===== src/rtl/bidl_pkg.sv =====
/*
 board id and led control package: field positions, reset values, timing.
 assumes nothing beyond a single 20 MHz clock.
*/
package bidl_pkg;
	localparam int unsigned CLK_HZ           = 20_000_000;
	localparam int unsigned ID_W             = 4;
	localparam int unsigned ID_LSB           = 0;
	localparam int unsigned TERM_OFF_BIT     = 30;
	localparam int unsigned BRD_RED_BIT      = 25;
	localparam int unsigned BRD_GRN_BIT      = 24;
	localparam int unsigned CH_RED_HI        = 23;
	localparam int unsigned CH_RED_LO        = 22;
	localparam int unsigned CH_GRN_HI        = 21;
	localparam int unsigned CH_GRN_LO        = 20;
	localparam int unsigned NUM_CH           = 4;
	localparam logic [1:0]  LED_FORCE_OFF    = 2'h2;
	localparam logic [1:0]  LED_FORCE_ON     = 2'h3;
	localparam logic [3:0]  FW_REV_RST       = 4'h0;
	localparam int unsigned FLASH_HALF_MS    = 250;
	localparam int unsigned FLASH_HALF_CYC   = CLK_HZ / 1000 * FLASH_HALF_MS;
	localparam int unsigned FLASH_TOGGLES    = 6;
	typedef enum logic [1:0] {BIDL_ST_FLASH, BIDL_ST_IDLE} bidl_state_t;
endpackage


===== src/rtl/bidl_sync.sv =====
/*
 two flip-flop synchroniser for a bus of levels.
 assumes inputs are asynchronous to core_clk_in.
*/
`timescale 1ns/1ps
module bidl_sync #(
	parameter int unsigned W = 1
) (
	input  wire logic         core_clk_in,
	input  wire logic         sys_rst_in,
	input  wire logic [W-1:0] d_in,
	output logic      [W-1:0] q_out
);
	if (W < 1) begin : g_bad_w
		$error("bidl_sync: W must be at least 1");
	end

	typedef struct packed {
		logic [W-1:0] meta;
		logic [W-1:0] q;
	} bidl_sync_regs_t;

	bidl_sync_regs_t s_r, s_nxt;

	// only the second stage is read outside
	always_comb begin
		s_nxt      = s_r;
		s_nxt.meta = d_in;
		s_nxt.q    = s_r.meta;
	end

	always_ff @(posedge core_clk_in or posedge sys_rst_in) begin
		if (sys_rst_in) begin
			s_r <= '0;
		end else begin
			s_r <= s_nxt;
		end
	end

	assign q_out = s_r.q;
endmodule


===== src/rtl/bidl_top.sv =====
/*
 board identity readback, termination disable, board/channel leds, status flash.
 assumes control words come from same-clock register logic; jumpers are pins.
*/
// Notes on behaviour
// - fitted jumper reads one, open reads zero
// - jumpers map in order to bits 0..3
// - bit 30 disables receiver termination
// - board bits 25 red, 24 green
// - channel bits 23:22: 10 off, 11 on
// - channel bits 21:20 drive green led
// - channels 4,3,2,1 own pairs 1..4
// - all channel bits 23:20 zero: greens show revision
// - status leds flash after reset, then off
`timescale 1ns/1ps
module bidl_top
	import bidl_pkg::*;
#(
	parameter int unsigned HALF_CYC = FLASH_HALF_CYC
) (
	input  wire logic              core_clk_in,
	input  wire logic              sys_rst_in,
	input  wire logic [ID_W-1:0]   board_id_jumper_in,
	input  wire logic [31:0]       pin_source_in,
	input  wire logic [31:0]       board_control_in,
	input  wire logic [31:0]       ch1_control_in,
	input  wire logic [31:0]       ch2_control_in,
	input  wire logic [31:0]       ch3_control_in,
	input  wire logic [31:0]       ch4_control_in,
	input  wire logic [3:0]        fw_revision_in,
	output logic      [31:0]       board_status_out,
	output logic                   term_disable_out,
	output logic [1:0]             board_led_pair_out,
	output logic [1:0]             channel4_led_pair_out,
	output logic [1:0]             channel3_led_pair_out,
	output logic [1:0]             channel2_led_pair_out,
	output logic [1:0]             channel1_led_pair_out,
	output logic [1:0]             firmware_status_leds_out
);
	// flash counter is 24 bits wide, toggle counter 4 bits
	if (HALF_CYC < 1 || HALF_CYC > 32'hffffff || FLASH_TOGGLES > 16) begin : g_bad_half
		$error("bidl_top: HALF_CYC out of range");
	end

	typedef struct packed {
		bidl_state_t st;
		logic [23:0] cnt;
		logic [3:0]  tog;
		logic        flash;
		logic [31:0] status;
		logic        term;
		logic [1:0]  brd;
		logic [NUM_CH-1:0][1:0] led;
		logic [1:0]  fw;
	} bidl_regs_t;

	bidl_regs_t s_r, s_nxt;
	logic [ID_W-1:0] jumper_sync;
	logic [31:0]     ctl [NUM_CH];
	logic            all_zero;
	logic [1:0]      rf, gf;

	bidl_sync #(.W(ID_W)) u_sync (
		.core_clk_in (core_clk_in),
		.sys_rst_in  (sys_rst_in),
		.d_in        (board_id_jumper_in),
		.q_out       (jumper_sync)
	);

	// pair order: index 0 = first pair = channel 4
	assign ctl[0] = ch4_control_in;
	assign ctl[1] = ch3_control_in;
	assign ctl[2] = ch2_control_in;
	assign ctl[3] = ch1_control_in;

	always_comb begin
		s_nxt    = s_r;
		all_zero = 1'b1;
		rf       = 2'h0;
		gf       = 2'h0;
		s_nxt.status = '0;
		s_nxt.status[ID_LSB +: ID_W] = jumper_sync;
		s_nxt.term = pin_source_in[TERM_OFF_BIT];
		s_nxt.brd  = {board_control_in[BRD_RED_BIT], board_control_in[BRD_GRN_BIT]};
		for (int i = 0; i < NUM_CH; i++) begin
			if (ctl[i][CH_RED_HI:CH_GRN_LO] != 4'h0)
				all_zero = 1'b0;
		end
		for (int i = 0; i < NUM_CH; i++) begin
			rf = ctl[i][CH_RED_HI:CH_RED_LO];
			gf = ctl[i][CH_GRN_HI:CH_GRN_LO];
			s_nxt.led[i][1] = 1'b0;
			if (rf == LED_FORCE_ON)
				s_nxt.led[i][1] = 1'b1;
			s_nxt.led[i][0] = 1'b0;
			if (all_zero)
				s_nxt.led[i][0] = fw_revision_in[i];
			else if (gf == LED_FORCE_ON)
				s_nxt.led[i][0] = 1'b1;
		end
		case (s_r.st)
			BIDL_ST_FLASH: begin
				if (s_r.cnt == 24'(HALF_CYC - 1)) begin
					s_nxt.cnt   = '0;
					s_nxt.flash = ~s_r.flash;
					s_nxt.tog   = s_r.tog + 4'h1;
					if (s_r.tog == 4'(FLASH_TOGGLES - 1)) begin
						s_nxt.st    = BIDL_ST_IDLE;
						s_nxt.flash = 1'b0;
					end
				end else begin
					s_nxt.cnt = s_r.cnt + 24'h1;
				end
			end
			BIDL_ST_IDLE: s_nxt.flash = 1'b0;
			default: s_nxt.st = BIDL_ST_IDLE;
		endcase
		s_nxt.fw = {2{s_nxt.flash}};
	end

	always_ff @(posedge core_clk_in or posedge sys_rst_in) begin
		if (sys_rst_in) begin
			s_r.st     <= BIDL_ST_FLASH;
			s_r.cnt    <= '0;
			s_r.tog    <= '0;
			s_r.flash  <= 1'b1;
			s_r.status <= '0;
			s_r.term   <= 1'b0;
			s_r.brd    <= '0;
			s_r.led    <= '0;
			s_r.fw     <= 2'h3;
		end else begin
			s_r <= s_nxt;
		end
	end

	assign board_status_out         = s_r.status;
	assign term_disable_out         = s_r.term;
	assign board_led_pair_out       = s_r.brd;
	assign channel4_led_pair_out    = s_r.led[0];
	assign channel3_led_pair_out    = s_r.led[1];
	assign channel2_led_pair_out    = s_r.led[2];
	assign channel1_led_pair_out    = s_r.led[3];
	assign firmware_status_leds_out = s_r.fw;
endmodule


===== config.mk =====
export PLATFORM = sky130hd
export DESIGN_NAME = bidl_top
export DESIGN_NICKNAME = d
export VERILOG_FILES = /design/src/rtl/bidl_pkg.sv /design/src/rtl/bidl_sync.sv /design/src/rtl/bidl_top.sv
export SDC_FILE = /design/constraint.sdc
export NUM_CORES = 1
export LEC_CHECK = 0
export BUFFER_PORTS_ARGS = -buffer_cell sky130_fd_sc_hd__buf_2
export CORE_AREA = 2 2 95 97
export DETAILED_ROUTE_END_ITERATION = 7
export DIE_AREA = 0 0 97 99
export PLACE_DENSITY = 0.68
export SLEW_MARGIN = 5
export SYNTH_ARGS = -nofsm -noshare
export SYNTH_HDL_FRONTEND = slang
export SYNTH_SLANG_ARGS = --single-unit

===== constraint.sdc =====
create_clock -name core_clk_in -period 1.8 [get_ports core_clk_in]
set_input_delay 0.36 -clock core_clk_in [delete_from_list [all_inputs] [get_ports core_clk_in]]
set_output_delay 0.36 -clock core_clk_in [all_outputs]
set_load 0.005 [all_outputs]

# --- Word-level counts from Yosys, hierarchy flattened ---
# Cells that the tools add are included.
word_totals:
  register_bits: 55
  latch_bits: 0
  ram_bits: 0
  romBits: 0
  in_bits: 202
  out_inout_bits: 45
  wordCells: 61
  n_memories: 0
classes:
  add_sub_neg: 2
  mul: 0
  div_mod_pow: 0
  order_cmp: 0
  n_eq_ne: 13
  shifts: 0
  mux: 23
  bitwise_logic: 2
  reduce_logical: 7
ops:
  columns: ["op", "n"]
  rows:
  - ["adder 24 x 1 -> 24 bit (second input constant)", 1]
  - ["== test 24 x 23 -> 1 bit (second input constant)", 1]
  - ["two-way mux 24 bit", 1]
  - ["two-way mux 1 bit", 18]
  - ["== test 2 bit (second input constant)", 8]
  - ["nonzero test 4 bit", 4]
  - ["adder 4 x 1 -> 4 bit (second input constant)", 1]
  - ["== test 4 x 3 -> 1 bit (second input constant)", 1]
  - ["two-way mux 2 bit", 2]
  - ["inequality test 2 bit (second input constant)", 2]
  - ["case mux 2 bit (2 select lines)", 1]
  - ["AND reduction 3 bit", 1]
  - ["== test 2 x 1 -> 1 bit (second input constant)", 1]
  - ["zero test 2 bit", 1]
  - ["NOT 1 bit", 2]
  - ["case mux 1 bit (2 select lines)", 1]
  - ["AND reduction 2 bit", 1]

# --- Logic depth before layout (Yosys ltp) ---
logic_depth:
  word_depth: 6
  ltp_mapped: 6
  mapped_depth_nobuf: 6

# --- Hierarchy ---
# From an unflattened synthesis, not the netlist that was laid out.
unflattened:
  hier_cells: 234
  area_unflattened_um2: 2595.0
modules_own_cells:
  columns: ["mod", "instances", "cells_per_inst", "area_per_inst_um2", "seq_area_each_um2"]
  rows:
  - ["bidl_top", 1, 225, 2391.0, 1127.3]
  - ["bidl_sync", 1, 9, 203.9, 200.2]

# --- Worst setup path before layout ---
# OpenSTA, ideal clock, no wires.
synth_timing:
  path_type: "register -> register"
  start: "register s_r[60] in the netlist's numbering"
  end: "register firmware_status_leds_out[0] (netlist name)"
  setup_time_ns: 0.073
  arrival_time_ns: 1.510
  t_required_ns: 1.727
  slack_ns: 0.217
  path_stages_with_launch: 6
  path_buffers: 1
  synth_period_minus_slack_ns: 1.583
  cell_sequence: "dfrtp_1 -> buf_4 -> nor4b_1 -> nand3_1 -> or4_1 -> a21oi_1"
synth_via:
  elab_chain_len: 3
synth_lines:
  columns: ["item", "line", "text"]
  rows:
  - ["start: declaration", "bidl_top.sv:57", "bidl_regs_t s_r, s_nxt;"]
  - ["start signal: assignment", "bidl_top.sv:133", "s_r <= s_nxt;"]
  - ["== test 24 x 23 -> 1 bit", "bidl_top.sv:103", "if (s_r.cnt == 24'(HALF_CYC - 1)) begin"]
  - ["two-way mux 1 bit", "bidl_top.sv:103", null]
  - ["case mux 1 bit (2 select lines)", "bidl_top.sv:101", "case (s_r.st)"]
# No other way between the ends.
# A chain may end at the register's enable or synchronous reset.

# --- Final worst setup path ---
layout_timing:
  start: "register s_r[55] in the netlist's numbering"
  end: "register firmware_status_leds_out[0] (netlist name)"
layout_via:
  elab_chain_len: 3
layout_lines:
  columns: ["item", "line"]
  rows:
  - ["== test 24 x 23 -> 1 bit", "bidl_top.sv:103"]
  - ["two-way mux 1 bit", "bidl_top.sv:103"]
  - ["case mux 1 bit (2 select lines)", "bidl_top.sv:101"]
# No other way between the ends.

==> impl_metrics.csv <==
group,metric,value,unit
clock_tree,cts_tree,"built",
timing,setup_viol,0,
setup_path,required,2040,ps
floorplanning,dieWidth,97,um
clock_tree,clockBufferDepth,2,
synth,yosysTopAreaCell,"dfrtp_1",
synth,ys_ff_latch,53,
power_and_ir_drop,switching_share,23.72,%
floorplanning,io-pin-count,247,
synth,synth_area,2584,um^2
timing,finalClockSkew,8.115,ps
drt,drtAntennaViolNets,0,
floorplanning,rows,34,
drt,drt-wirelength-per-cell,12.03,um
hold_path,holdPathStages,1,
synth,synthTopCellsByCount,"52 x dfrtp_1, 46 x buf_4, 12 x nand2_1, 11 x nor2_1, 11 x xor2_1",
grt,grt_pass1_vias,1766,
floorplanning,die_y,99,um
power_and_ir_drop,leakage,1.428,nW
placed_design,gp_congestion,0.8655,
synth,synthCells,233,
drt,via_count,1718,
synth,synth_ff_type,"dfrtp_1",
final_layout,antennaDiodeCount,0,
floorplanning,start_util,30.22,%
flow_run,drv_cap,0,
timing,min_period,1706,ps
setup_path,cp_max_fo,7,
grt,grt_max_degree,52,
power_and_ir_drop,p_int,1.543,mW
power_and_ir_drop,power_frac_comb,5.4,%
timing,fin_crit_sh,94.78,%
setup_path,r2r_cells,4,
synth,syn_avg_cell_area,11.09,um^2
hold_path,hp-class,"in2reg",
timing,holdWs,143.1,ps
synth,yosysWarnings,0,
floorplanning,core_region_area,8551,um^2
timing,max_freq,586.2,MHz
grt,grt_pass1_wl,7.983,mm
timing,rsz0062_at_grt,"no",
setup_path,endpoint_kind,"flop",
clock_tree,worstSkewPairLatency,310,ps
power_and_ir_drop,peakVddDrop,385.1,uV
drt,first_pass_iters,5,
power_and_ir_drop,p_seq_share,60.4,%
final_layout,fin_nets,484,
setup_path,start_kind,"flop",
outcome,status,"complete, no violations",
placed_design,port_buffers,45,
final_layout,final_layout_size_suffix_gt1_share,30.36,%
setup_path,critical_path_arrival,1950,ps
clock_tree,cts_buffers,5,
timing,hold_viol_final,0,
power_and_ir_drop,powerDensity,685.8,nW/um^2
drt,drt_wl_total,4.666,mm
floorplanning,dieArea,9603,um^2
synth,async_flop_share,100.0,%
synth,yosysUniqueCellTypes,40,
final_layout,syn2layout_area_growth,14.14,%
timing,fin_setup_tns,0,ps
synth,synth-seq-area-share,51.38,%
power_and_ir_drop,p_clk_share,34.2,%
timing,slew_violations,0,
clock_tree,clkSinkCount,53,
clock_tree,h-tree-depth,2,
power_and_ir_drop,p_sw,479.7,uW
synth,synth_most_common_cell,"dfrtp_1",
clock_tree,clk_pin_slew,100,ps
grt,overflow,0,
grt,antenna_found_initial,0,
clock_tree,cts_root_buf,"clkbuf_8",
synth,synthTopCellsByArea,"dfrtp_1 50%, buf_4 13%, xor2_1 3.7%",
setup_path,crit_type,"reg2reg",
drt,viasPerCell,4.428,
drt,drc,0,
synth,synth_edf_count,0,
grt,track_usage,10.29,%
synth,yosysTopAreaCellShare,50.36,%
drt,drt_iter0_markers,70,
placed_design,post-dp-hpwl,3.490,mm
cell usage in the layout, fill, tap and decap left out, types with 2 or more instances in the layout:
cell / instances
dfrtp_1: 51
buf_2: 45
conb_1: 28
buf_4: 14
nand2_1: 12
nor2_1: 11
xor2_1: 11
nand3_1: 10
xnor2_1: 9
nand4_1: 7
nor4_1: 6
o21ai_0: 5
and2_1: 5
a21oi_1: 5
clkbuf_8: 5
or3_1: 4
nor3_1: 4
a22o_1: 4
and4_1: 3
nor4b_2: 3
or4_1: 3
and3_1: 2
nand4_4: 2
nor4b_1: 2
o31ai_1: 2
inv_1: 2
nand2b_1: 2
ha_1: 2
logic make-up (layout without fill, tap and decap cells):
logic type	count (synthesis)	count (layout)	share of synthesized area [%]
flops	53	53	51.38
other cells	1	28	0.1451
buf+inv	52	72	14.58
simple gates	85	85	20.82
compound gates	18	18	4.455
fa+ha+maj	3	3	1.453
mux	1	1	0.3874
xor+xnor	20	20	6.780
power groups by stage:
stage	logic, mW	clock network [mW]	registers, mW
finish	0.108	0.692	1.22
global route	0.123	0.758	1.23
detailed placement	0.109	0	1.25
CTS	0.110	0.707	1.22
global placement	0.106	0	1.24
floorplan	0.108	0	1.24
final cells by class:
cell class / count / area [um^2]
clock buffers: 5 / 68.82
clock inverters: 3 / 25.02
fillers: 868 / 5602
inverters: 3 / 11.26
multi-input cells: 155 / 1020
flip-flops and latches: 53 / 1329
well taps: 108 / 135.1
repair buffers: 61 / 360.3
routing by layer:
metal / track usage, % / vias up / share of wire [%]
li1: - / 829 / -
met1: 12.76 / 828 / 46
met2: 16.77 / 54 / 46
met3: 3.191 / 7 / 6.1
met4: 4.225 / 0 / 1.8
met5: 0 / - / 0
timing repair:
action                                  4_1_cts  5_1_grt
resized for setup                             1        7
hold buffers                                  1        0
endpoints found under the setup margin        1        9
hold endpoints to repair                      2        0
setup buffers                                 0        1
state kept, by name, summed over array words and instances (netlist names):
register	flops
s_r	29
board_status_out	4
u_sync.q_out	4
u_sync.s_nxt	4
board_led_pair_out	2
channel1_led_pair_out	2
channel2_led_pair_out	2
channel3_led_pair_out	2
channel4_led_pair_out	2
firmware_status_leds_out	1
term_disable_out	1
final timing paths:
check	slack [ps]	endpoint	start
worst max-delay path	90	firmware_status_leds_out[0]$_DFFE_PP1P_	s_r[55]$_DFFE_PP0N_
worst min-delay path	140	u_sync.s_nxt[3]$_DFF_PP0_	board_id_jumper_in[3]
worst max register to register	90	firmware_status_leds_out[0]$_DFFE_PP1P_	s_r[55]$_DFFE_PP0N_
worst min register to register	360	board_status_out[3]$_DFF_PP0_	u_sync.q_out[3]$_DFF_PP0_
max in group asynchronous	840	firmware_status_leds_out[0]$_DFFE_PP1P_	sys_rst_in
min in group asynchronous	460	channel1_led_pair_out[1]$_DFF_PP0_	sys_rst_in
metrics by stage:
step                      cell area, um^2  utilization [%]  instances  total power [mW]  setup slack, ps
after global placement               2798            32.72        378             1.351            68.50
after floorplan                      2685                -        260             1.352            155.4
after global routing                 2949            34.49        388             2.107            6.450
after CTS                            2904            33.96        387             2.039            19.72
after detailed placement             2798            32.72        378             1.354            21.42
final                                2949            34.49        388             2.022            93.97
critical path, stage by stage (launching register included):
cell	delay [ps]
dfrtp_1	400
and4_1	390
nand4_4	160
or4_1	530
a21oi_1	160
(Power assumes the default switching activity.)
